[src/rtl/gpio_pkg.sv]
// constants for the two-port gpio block
package gpio_pkg;
  localparam int unsigned PORT_W = 8;
  localparam int unsigned ADDR_W = 4;
  // register addresses
  localparam logic [3:0] ADDR_P1_PIN  = 4'h0;
  localparam logic [3:0] ADDR_P1_DIR  = 4'h1;
  localparam logic [3:0] ADDR_P1_LAT  = 4'h2;
  localparam logic [3:0] ADDR_P2_PIN  = 4'h4;
  localparam logic [3:0] ADDR_P2_DIR  = 4'h5;
  localparam logic [3:0] ADDR_P2_LAT  = 4'h6;
  localparam logic [3:0] ADDR_MEM_CTL = 4'h8;
  // memory control field position
  localparam int unsigned BUS_DIS_BIT = 7;
  // reset values
  localparam logic [7:0] DIR_RST     = 8'hFF;
  localparam logic [7:0] LAT_RST     = 8'h00;
  localparam logic [7:0] MEM_CTL_RST = 8'h00;
  localparam logic [7:0] RD_ZERO     = 8'h00;
endpackage : gpio_pkg

[src/rtl/bidir_port_pair_with_bus_mux.sv]
// two bidirectional gpio ports, the second shared with the system bus
//
// Chosen here: the placing of the registers and the strobed register port.
module bidir_port_pair_with_bus_mux (
  input  wire logic       ref_clk_i,
  input  wire logic       rst_i,
  input  wire logic [3:0] addr_i,
  input  wire logic [7:0] wdata_i,
  input  wire logic       wr_i,
  input  wire logic       rd_i,
  output logic      [7:0] rdata_o,
  input  wire logic [7:0] p1_periph_en_i,
  input  wire logic [7:0] p1_periph_out_i,
  input  wire logic [7:0] p1_periph_oe_i,
  input  wire logic [7:0] p1_pad_i,
  output logic      [7:0] p1_pad_o,
  output logic      [7:0] p1_pad_oe_o,
  input  wire logic [7:0] p2_periph_en_i,
  input  wire logic [7:0] p2_periph_out_i,
  input  wire logic [7:0] p2_periph_oe_i,
  input  wire logic [7:0] bus_hi_out_i,
  input  wire logic       bus_hi_oe_i,
  input  wire logic [7:0] p2_pad_i,
  output logic      [7:0] p2_pad_o,
  output logic      [7:0] p2_pad_oe_o,
  output logic      [7:0] bus_hi_in_o,
  output logic            bus_disable_o
);
  logic [7:0] p1_dir_reg;
  logic [7:0] p1_dir_next;
  logic [7:0] p1_lat_reg;
  logic [7:0] p1_lat_next;
  logic [7:0] p2_dir_reg;
  logic [7:0] p2_dir_next;
  logic [7:0] p2_lat_reg;
  logic [7:0] p2_lat_next;
  logic [7:0] mem_ctl_reg;
  logic [7:0] mem_ctl_next;
  logic [7:0] rdata_reg;
  logic [7:0] rdata_next;
  logic [7:0] p1_pin_val;
  logic [7:0] p2_pin_val;
  logic       bus_dis;
  logic [7:0] p2_ovr_en;
  logic [7:0] p2_ovr_out;
  logic [7:0] p2_ovr_oe;

  assign bus_dis = mem_ctl_reg[gpio_pkg::BUS_DIS_BIT];

  // bus mode takes the whole second port; gpio mode lets peripherals override
  always_comb begin
    if (bus_dis) begin
      p2_ovr_en  = p2_periph_en_i;
      p2_ovr_out = p2_periph_out_i;
      p2_ovr_oe  = p2_periph_oe_i;
    end else begin
      p2_ovr_en  = 8'hFF;
      p2_ovr_out = bus_hi_out_i;
      p2_ovr_oe  = {8{bus_hi_oe_i}};
    end
  end

  gpio_pin_stage u_p1 (
    .ref_clk_i (ref_clk_i),
    .rst_i     (rst_i),
    .dir_i     (p1_dir_reg),
    .lat_i     (p1_lat_reg),
    .ovr_en_i  (p1_periph_en_i),
    .ovr_out_i (p1_periph_out_i),
    .ovr_oe_i  (p1_periph_oe_i),
    .pad_i     (p1_pad_i),
    .pad_o     (p1_pad_o),
    .pad_oe_o  (p1_pad_oe_o),
    .pin_val_o (p1_pin_val)
  );

  gpio_pin_stage u_p2 (
    .ref_clk_i (ref_clk_i),
    .rst_i     (rst_i),
    .dir_i     (p2_dir_reg),
    .lat_i     (p2_lat_reg),
    .ovr_en_i  (p2_ovr_en),
    .ovr_out_i (p2_ovr_out),
    .ovr_oe_i  (p2_ovr_oe),
    .pad_i     (p2_pad_i),
    .pad_o     (p2_pad_o),
    .pad_oe_o  (p2_pad_oe_o),
    .pin_val_o (p2_pin_val)
  );

  // register writes; overrides never feed the direction registers
  always_comb begin
    p1_dir_next  = p1_dir_reg;
    p1_lat_next  = p1_lat_reg;
    p2_dir_next  = p2_dir_reg;
    p2_lat_next  = p2_lat_reg;
    mem_ctl_next = mem_ctl_reg;
    if (wr_i) begin
      if (addr_i == gpio_pkg::ADDR_P1_DIR) begin
        p1_dir_next = wdata_i;
      end else if (addr_i == gpio_pkg::ADDR_P1_LAT || addr_i == gpio_pkg::ADDR_P1_PIN) begin
        p1_lat_next = wdata_i;
      end else if (addr_i == gpio_pkg::ADDR_P2_DIR) begin
        p2_dir_next = wdata_i;
      end else if (addr_i == gpio_pkg::ADDR_P2_LAT || addr_i == gpio_pkg::ADDR_P2_PIN) begin
        p2_lat_next = wdata_i;
      end else if (addr_i == gpio_pkg::ADDR_MEM_CTL) begin
        mem_ctl_next = wdata_i & (8'h01 << gpio_pkg::BUS_DIS_BIT);
      end
    end
  end

  // read data stands in the cycle after the strobe only
  always_comb begin
    rdata_next = gpio_pkg::RD_ZERO;
    if (rd_i) begin
      if (addr_i == gpio_pkg::ADDR_P1_PIN) begin
        rdata_next = p1_pin_val;
      end else if (addr_i == gpio_pkg::ADDR_P1_DIR) begin
        rdata_next = p1_dir_reg;
      end else if (addr_i == gpio_pkg::ADDR_P1_LAT) begin
        rdata_next = p1_lat_reg;
      end else if (addr_i == gpio_pkg::ADDR_P2_PIN) begin
        rdata_next = p2_pin_val;
      end else if (addr_i == gpio_pkg::ADDR_P2_DIR) begin
        rdata_next = p2_dir_reg;
      end else if (addr_i == gpio_pkg::ADDR_P2_LAT) begin
        rdata_next = p2_lat_reg;
      end else if (addr_i == gpio_pkg::ADDR_MEM_CTL) begin
        rdata_next = mem_ctl_reg;
      end
    end
  end

  always_ff @(posedge ref_clk_i or posedge rst_i) begin
    if (rst_i) begin
      p1_dir_reg  <= gpio_pkg::DIR_RST;
      p1_lat_reg  <= gpio_pkg::LAT_RST;
      p2_dir_reg  <= gpio_pkg::DIR_RST;
      p2_lat_reg  <= gpio_pkg::LAT_RST;
      mem_ctl_reg <= gpio_pkg::MEM_CTL_RST;
      rdata_reg   <= gpio_pkg::RD_ZERO;
    end else begin
      p1_dir_reg  <= p1_dir_next;
      p1_lat_reg  <= p1_lat_next;
      p2_dir_reg  <= p2_dir_next;
      p2_lat_reg  <= p2_lat_next;
      mem_ctl_reg <= mem_ctl_next;
      rdata_reg   <= rdata_next;
    end
  end

  assign rdata_o       = rdata_reg;
  assign bus_hi_in_o   = p2_pin_val;
  assign bus_disable_o = mem_ctl_reg[gpio_pkg::BUS_DIS_BIT];
endmodule : bidir_port_pair_with_bus_mux

[src/rtl/gpio_pin_stage.sv]
// one 8-bit port pin stage: direction resolve and pad drive
module gpio_pin_stage (
  input  wire logic       ref_clk_i,
  input  wire logic       rst_i,
  input  wire logic [7:0] dir_i,
  input  wire logic [7:0] lat_i,
  input  wire logic [7:0] ovr_en_i,
  input  wire logic [7:0] ovr_out_i,
  input  wire logic [7:0] ovr_oe_i,
  input  wire logic [7:0] pad_i,
  output logic      [7:0] pad_o,
  output logic      [7:0] pad_oe_o,
  output logic      [7:0] pin_val_o
);
  logic [7:0] out_reg;
  logic [7:0] out_next;
  logic [7:0] oe_reg;
  logic [7:0] oe_next;
  logic [7:0] pin_reg;
  logic [7:0] pin_next;

  always_comb begin
    for (int i = 0; i < 8; i++) begin
      if (ovr_en_i[i]) begin
        oe_next[i]  = ovr_oe_i[i];
        out_next[i] = ovr_out_i[i];
      end else begin
        oe_next[i]  = ~dir_i[i];
        out_next[i] = lat_i[i];
      end
    end
    pin_next = pad_i;
  end

  always_ff @(posedge ref_clk_i or posedge rst_i) begin
    if (rst_i) begin
      out_reg <= 8'h00;
      oe_reg  <= 8'h00;
      pin_reg <= 8'h00;
    end else begin
      out_reg <= out_next;
      oe_reg  <= oe_next;
      pin_reg <= pin_next;
    end
  end

  assign pad_o     = out_reg;
  assign pad_oe_o  = oe_reg;
  assign pin_val_o = pin_reg;
endmodule : gpio_pin_stage

[config.mk]
export PLATFORM = sky130hd
export DESIGN_NAME = bidir_port_pair_with_bus_mux
export DESIGN_NICKNAME = d
export VERILOG_FILES = /design/src/rtl/gpio_pkg.sv /design/src/rtl/bidir_port_pair_with_bus_mux.sv /design/src/rtl/gpio_pin_stage.sv
export SDC_FILE = /design/constraint.sdc
export NUM_CORES = 1
export LEC_CHECK = 0
export ABC_AREA = 1
export BUFFER_PORTS_ARGS = -buffer_cell sky130_fd_sc_hd__buf_2
export CAP_MARGIN = 30
export CORE_MARGIN = 2
export CORE_UTILIZATION = 48
export DETAILED_ROUTE_END_ITERATION = 7
export PLACE_DENSITY = 0.86
export SYNTH_ARGS = -nofsm -noshare
export SYNTH_HDL_FRONTEND = slang
export SYNTH_SLANG_ARGS = --single-unit
[constraint.sdc]
create_clock -name ref_clk_i -period 4.1 [get_ports ref_clk_i]
set_clock_uncertainty 0.05 [all_clocks]
set_input_delay 0.82 -clock ref_clk_i [delete_from_list [all_inputs] [get_ports ref_clk_i]]
set_output_delay 0.82 -clock ref_clk_i [all_outputs]
set_load 0.005 [all_outputs]
==> metrics.log <==
[metrics] post-detailed-route count of antenna-violating nets: 0
[metrics] combinational power share: 0.159
[metrics] Layout fillers: 614
[metrics] Sw Pwr: 554.5 uW
[metrics] Worst-Margin Slew: 836.8 ps
[metrics] WL per Instance: 14.89 um
[metrics] sum of internal, switching and leakage power: 2011 uW
[metrics] drt pass-1 iters: 5
[metrics] Final min period: 2179 ps
[metrics] Final Max Slew Viols: 0
[metrics] max capacitance violation total: 0
[metrics] clock sink total: 89
[metrics] clock tree from TritonCTS: done
[metrics] arrival time at the worst endpoint: 2390 ps
[metrics] dpl hpwl: 7.205 mm
[metrics] initial standard-cell utilization of the core: 0.5000
[metrics] Post-Syn Nets: 468
[metrics] Critical Setup Path Class: input port to flip-flop
[metrics] gate count after technology mapping: 379
[metrics] total non-filler cell area in the finished layout: 0.004613 mm2
[metrics] worst hold path type: flip-flop to flip-flop
[metrics] worst vdd rail ir drop: 0.2155 mV
[metrics] clock slew at reported path FFs: 80 ps
[metrics] area overhead of the layout relative to synthesis: 26.53%
[metrics] clock latency on the worst-skew pair: 350 ps
[metrics] sequential standard cell area: 0.002247 mm2
[metrics] crit path launch: addr_i[2]
[metrics] total wirelength of the detailed-routed design: 9.293 mm
[metrics] maximum number of pins on one net before global-route repair: 52
[metrics] global route overflow: 0
[metrics] post-synthesis average cell area: 9.620 um2
[metrics] die area: 0.008309 mm2
[metrics] CTS buffer count: 9
[metrics] worst hold start: p1_dir_reg[1]$_DFFE_PP1P_
[metrics] Slew Limit Headroom: 0.4415
[metrics] sequential area share after synthesis: 0.6163
[metrics] wire length of the first global-routing pass: 15.70 mm
[metrics] part of the total power dissipated in sequential elements: 0.556
[metrics] number of global-route vias before repair: 3385
[metrics] postcts setup bufs: 0
[metrics] hold violation count in the final report: 0
[metrics] commonest non-fill, non-tap cell in the layout: sky130_fd_sc_hd__buf_2
[metrics] Peak Freq: 458.9 MHz
[metrics] H-tree levels: 3
[metrics] buffer type at the clock tree root: sky130_fd_sc_hd__clkbuf_8
[metrics] post-synth design cell area: 0.003646 mm2
[metrics] Int Power: 1457 uW
[metrics] clock power share: 0.285
[metrics] origin of the critical flop-to-flop path: mem_ctl_reg[7]$_DFFE_PP0P_
[metrics] total DRC errors in the routed layout: 0
[metrics] die outline height: 91.16 um
[metrics] Horiz. Die Dim: 91.16 um
[metrics] footprint of the multi-input gates: 0.001222 mm2
[metrics] setup repair after global routing missed its margin: no
[metrics] # port buffers: 137
[metrics] run status: finished clean
[metrics] via density per instance: 5.207
[metrics] I/O pins: 138
[metrics] P_leak: 0.002398 uW
[metrics] setup-violating endpoint count in the final report: 0
[metrics] Placer Congestion: 0.9555
[metrics] YS warnings: 0
[metrics] maximum net fanout on the critical path: 16
[metrics] number of buffers on the longest clock path: 2
[metrics] synthesis-stage register bit count: 89
[metrics] fin crit share: 0.5315
[metrics] share of cells above drive strength 1: 0.3619
[metrics] area of the placeable core: 0.007292 mm2
[metrics] count of hold buffers inserted by post-cts repair: 0
[metrics] Post-Place Cell Area: 0.004431 mm2
[metrics] number of resized instances in the post-cts repair step: 0
[metrics] final layout net count: 609
[metrics] GRT Overall Usage: 0.2394
[metrics] number of core rows: 31
[metrics] commonest cells after routing, fill and taps aside: sky130_fd_sc_hd__buf_2, sky130_fd_sc_hd__nand2_1, sky130_fd_sc_hd__dfrtp_1, sky130_fd_sc_hd__o21ai_0, sky130_fd_sc_hd__nand3_1
[metrics] switching share of power: 0.2757
[metrics] first-iteration detailed-routing DRC count: 170
[metrics] Synth cell types: 23
[metrics] Worst Setup End Kind: flip-flop
[metrics] Via Count: 3249
[metrics] diode insertion count for antenna repair: 0
[metrics] antenna violations before repair: 0
[metrics] crit start category: input port
[metrics] power density over the cells: 435.9 mW/mm2
[metrics] required time at the worst-slack endpoint: 4310 ps
[metrics] Final TNS setup: 0 ps
[through the flow]
stage / util / setup WS, ps / hold slack [ps] / std cells
6_report: 0.6326 / 1921 / 449.0 / 624
5_1_grt: 0.6326 / 1726 / 476.3 / 624
4_1_cts: 0.6326 / 1916 / 449.2 / 624
3_5_place_dp: 0.6076 / 1608 / 436.7 / 608
3_3_place_gp: 0.6076 / 1804 / 431.7 / 608
2_1_floorplan: - / 949.6 / 418.6 / 379
[worst max-delay path, stage by stage]
cell                      delay (ps)
sky130_fd_sc_hd__buf_2           100
sky130_fd_sc_hd__inv_1            80
sky130_fd_sc_hd__nor2_1          520
sky130_fd_sc_hd__nand3_1         540
sky130_fd_sc_hd__o21ai_0         320
[path summary, 6_finish.rpt]
kind	to	slack [ps]	cells past startpoint
worst max-delay path	p2_dir_reg[0]$_DFFE_PP1P_	1920	5
worst min-delay path	p1_dir_reg[1]$_DFFE_PP1P_	450	2
worst max register to register	u_p2.pad_oe_o[2]$_DFF_PP0_	2070	3
worst min register to register	p1_dir_reg[1]$_DFFE_PP1P_	450	2
max in group asynchronous	p1_dir_reg[2]$_DFFE_PP1P_	2630	3
min in group asynchronous	u_p2.pad_o[0]$_DFF_PP0_	550	2
[routing by layer]
layer	wire length (um)	GRT usage	vias up
met5	0	0	-
met4	221	0.09722	0
met3	542	0.04813	17
met2	4804	0.4185	125
met1	3726	0.2897	1574
li1	-	-	1533
[synthesized netlist by cell type]
master | number | area (um2)
sky130_fd_sc_hd__buf_1 | 1 | 3.750
sky130_fd_sc_hd__o21ai_2 | 8 | 70.07
sky130_fd_sc_hd__nor3_4 | 1 | 16.27
sky130_fd_sc_hd__nand2_1 | 104 | 390.4
sky130_fd_sc_hd__mux2_2 | 8 | 90.09
sky130_fd_sc_hd__inv_2 | 2 | 7.510
sky130_fd_sc_hd__o311ai_0 | 8 | 70.07
sky130_fd_sc_hd__nor3_1 | 1 | 5.000
sky130_fd_sc_hd__dfrtp_1 | 73 | 1827
sky130_fd_sc_hd__nor3_2 | 1 | 10.01
sky130_fd_sc_hd__inv_1 | 34 | 127.6
sky130_fd_sc_hd__nand2_2 | 1 | 6.260
sky130_fd_sc_hd__buf_2 | 3 | 15.01
sky130_fd_sc_hd__nor2_1 | 18 | 67.56
sky130_fd_sc_hd__clkbuf_1 | 4 | 15.01
sky130_fd_sc_hd__nor2_2 | 1 | 6.260
sky130_fd_sc_hd__o21ai_0 | 41 | 205.2
sky130_fd_sc_hd__buf_4 | 1 | 7.510
sky130_fd_sc_hd__nand4_1 | 4 | 25.02
sky130_fd_sc_hd__dfstp_2 | 16 | 420.4
sky130_fd_sc_hd__a21oi_1 | 6 | 30.03
sky130_fd_sc_hd__nand3_1 | 37 | 185.2
sky130_fd_sc_hd__o211ai_1 | 6 | 45.04
[cell type report]
cell class,count,share of cell area
Clock buffer,13,0.03011
Inverter,36,0.02956
Tap cell,99,0.02685
Clock inverter,3,0.009493
Sequential cell,89,0.4871
Timing Repair Buffer,139,0.1519
Multi-Input combinational cell,245,0.2650
[cells by family (layout without fill, tap and decap cells)]
group,Yosys count,count (layout),synth area share
DFF,89,89,0.6163
AOI/OAI and AO/OA,69,69,0.1153
muxes,8,8,0.02471
and+or+nand+nor,168,168,0.1953
buffers and inverters,45,191,0.04838
[power groups by stage]
stage          clock network [uW]  registers (uW)  logic, uW
2_1_floorplan                   0            1100        172
3_3_place_gp                    0            1130        303
3_5_place_dp                    0            1130        321
4_1_cts                       583            1120        322
5_1_grt                       623            1130        364
6_report                      573            1120        320
No activity file was read; power rests on OpenSTA's default activity.
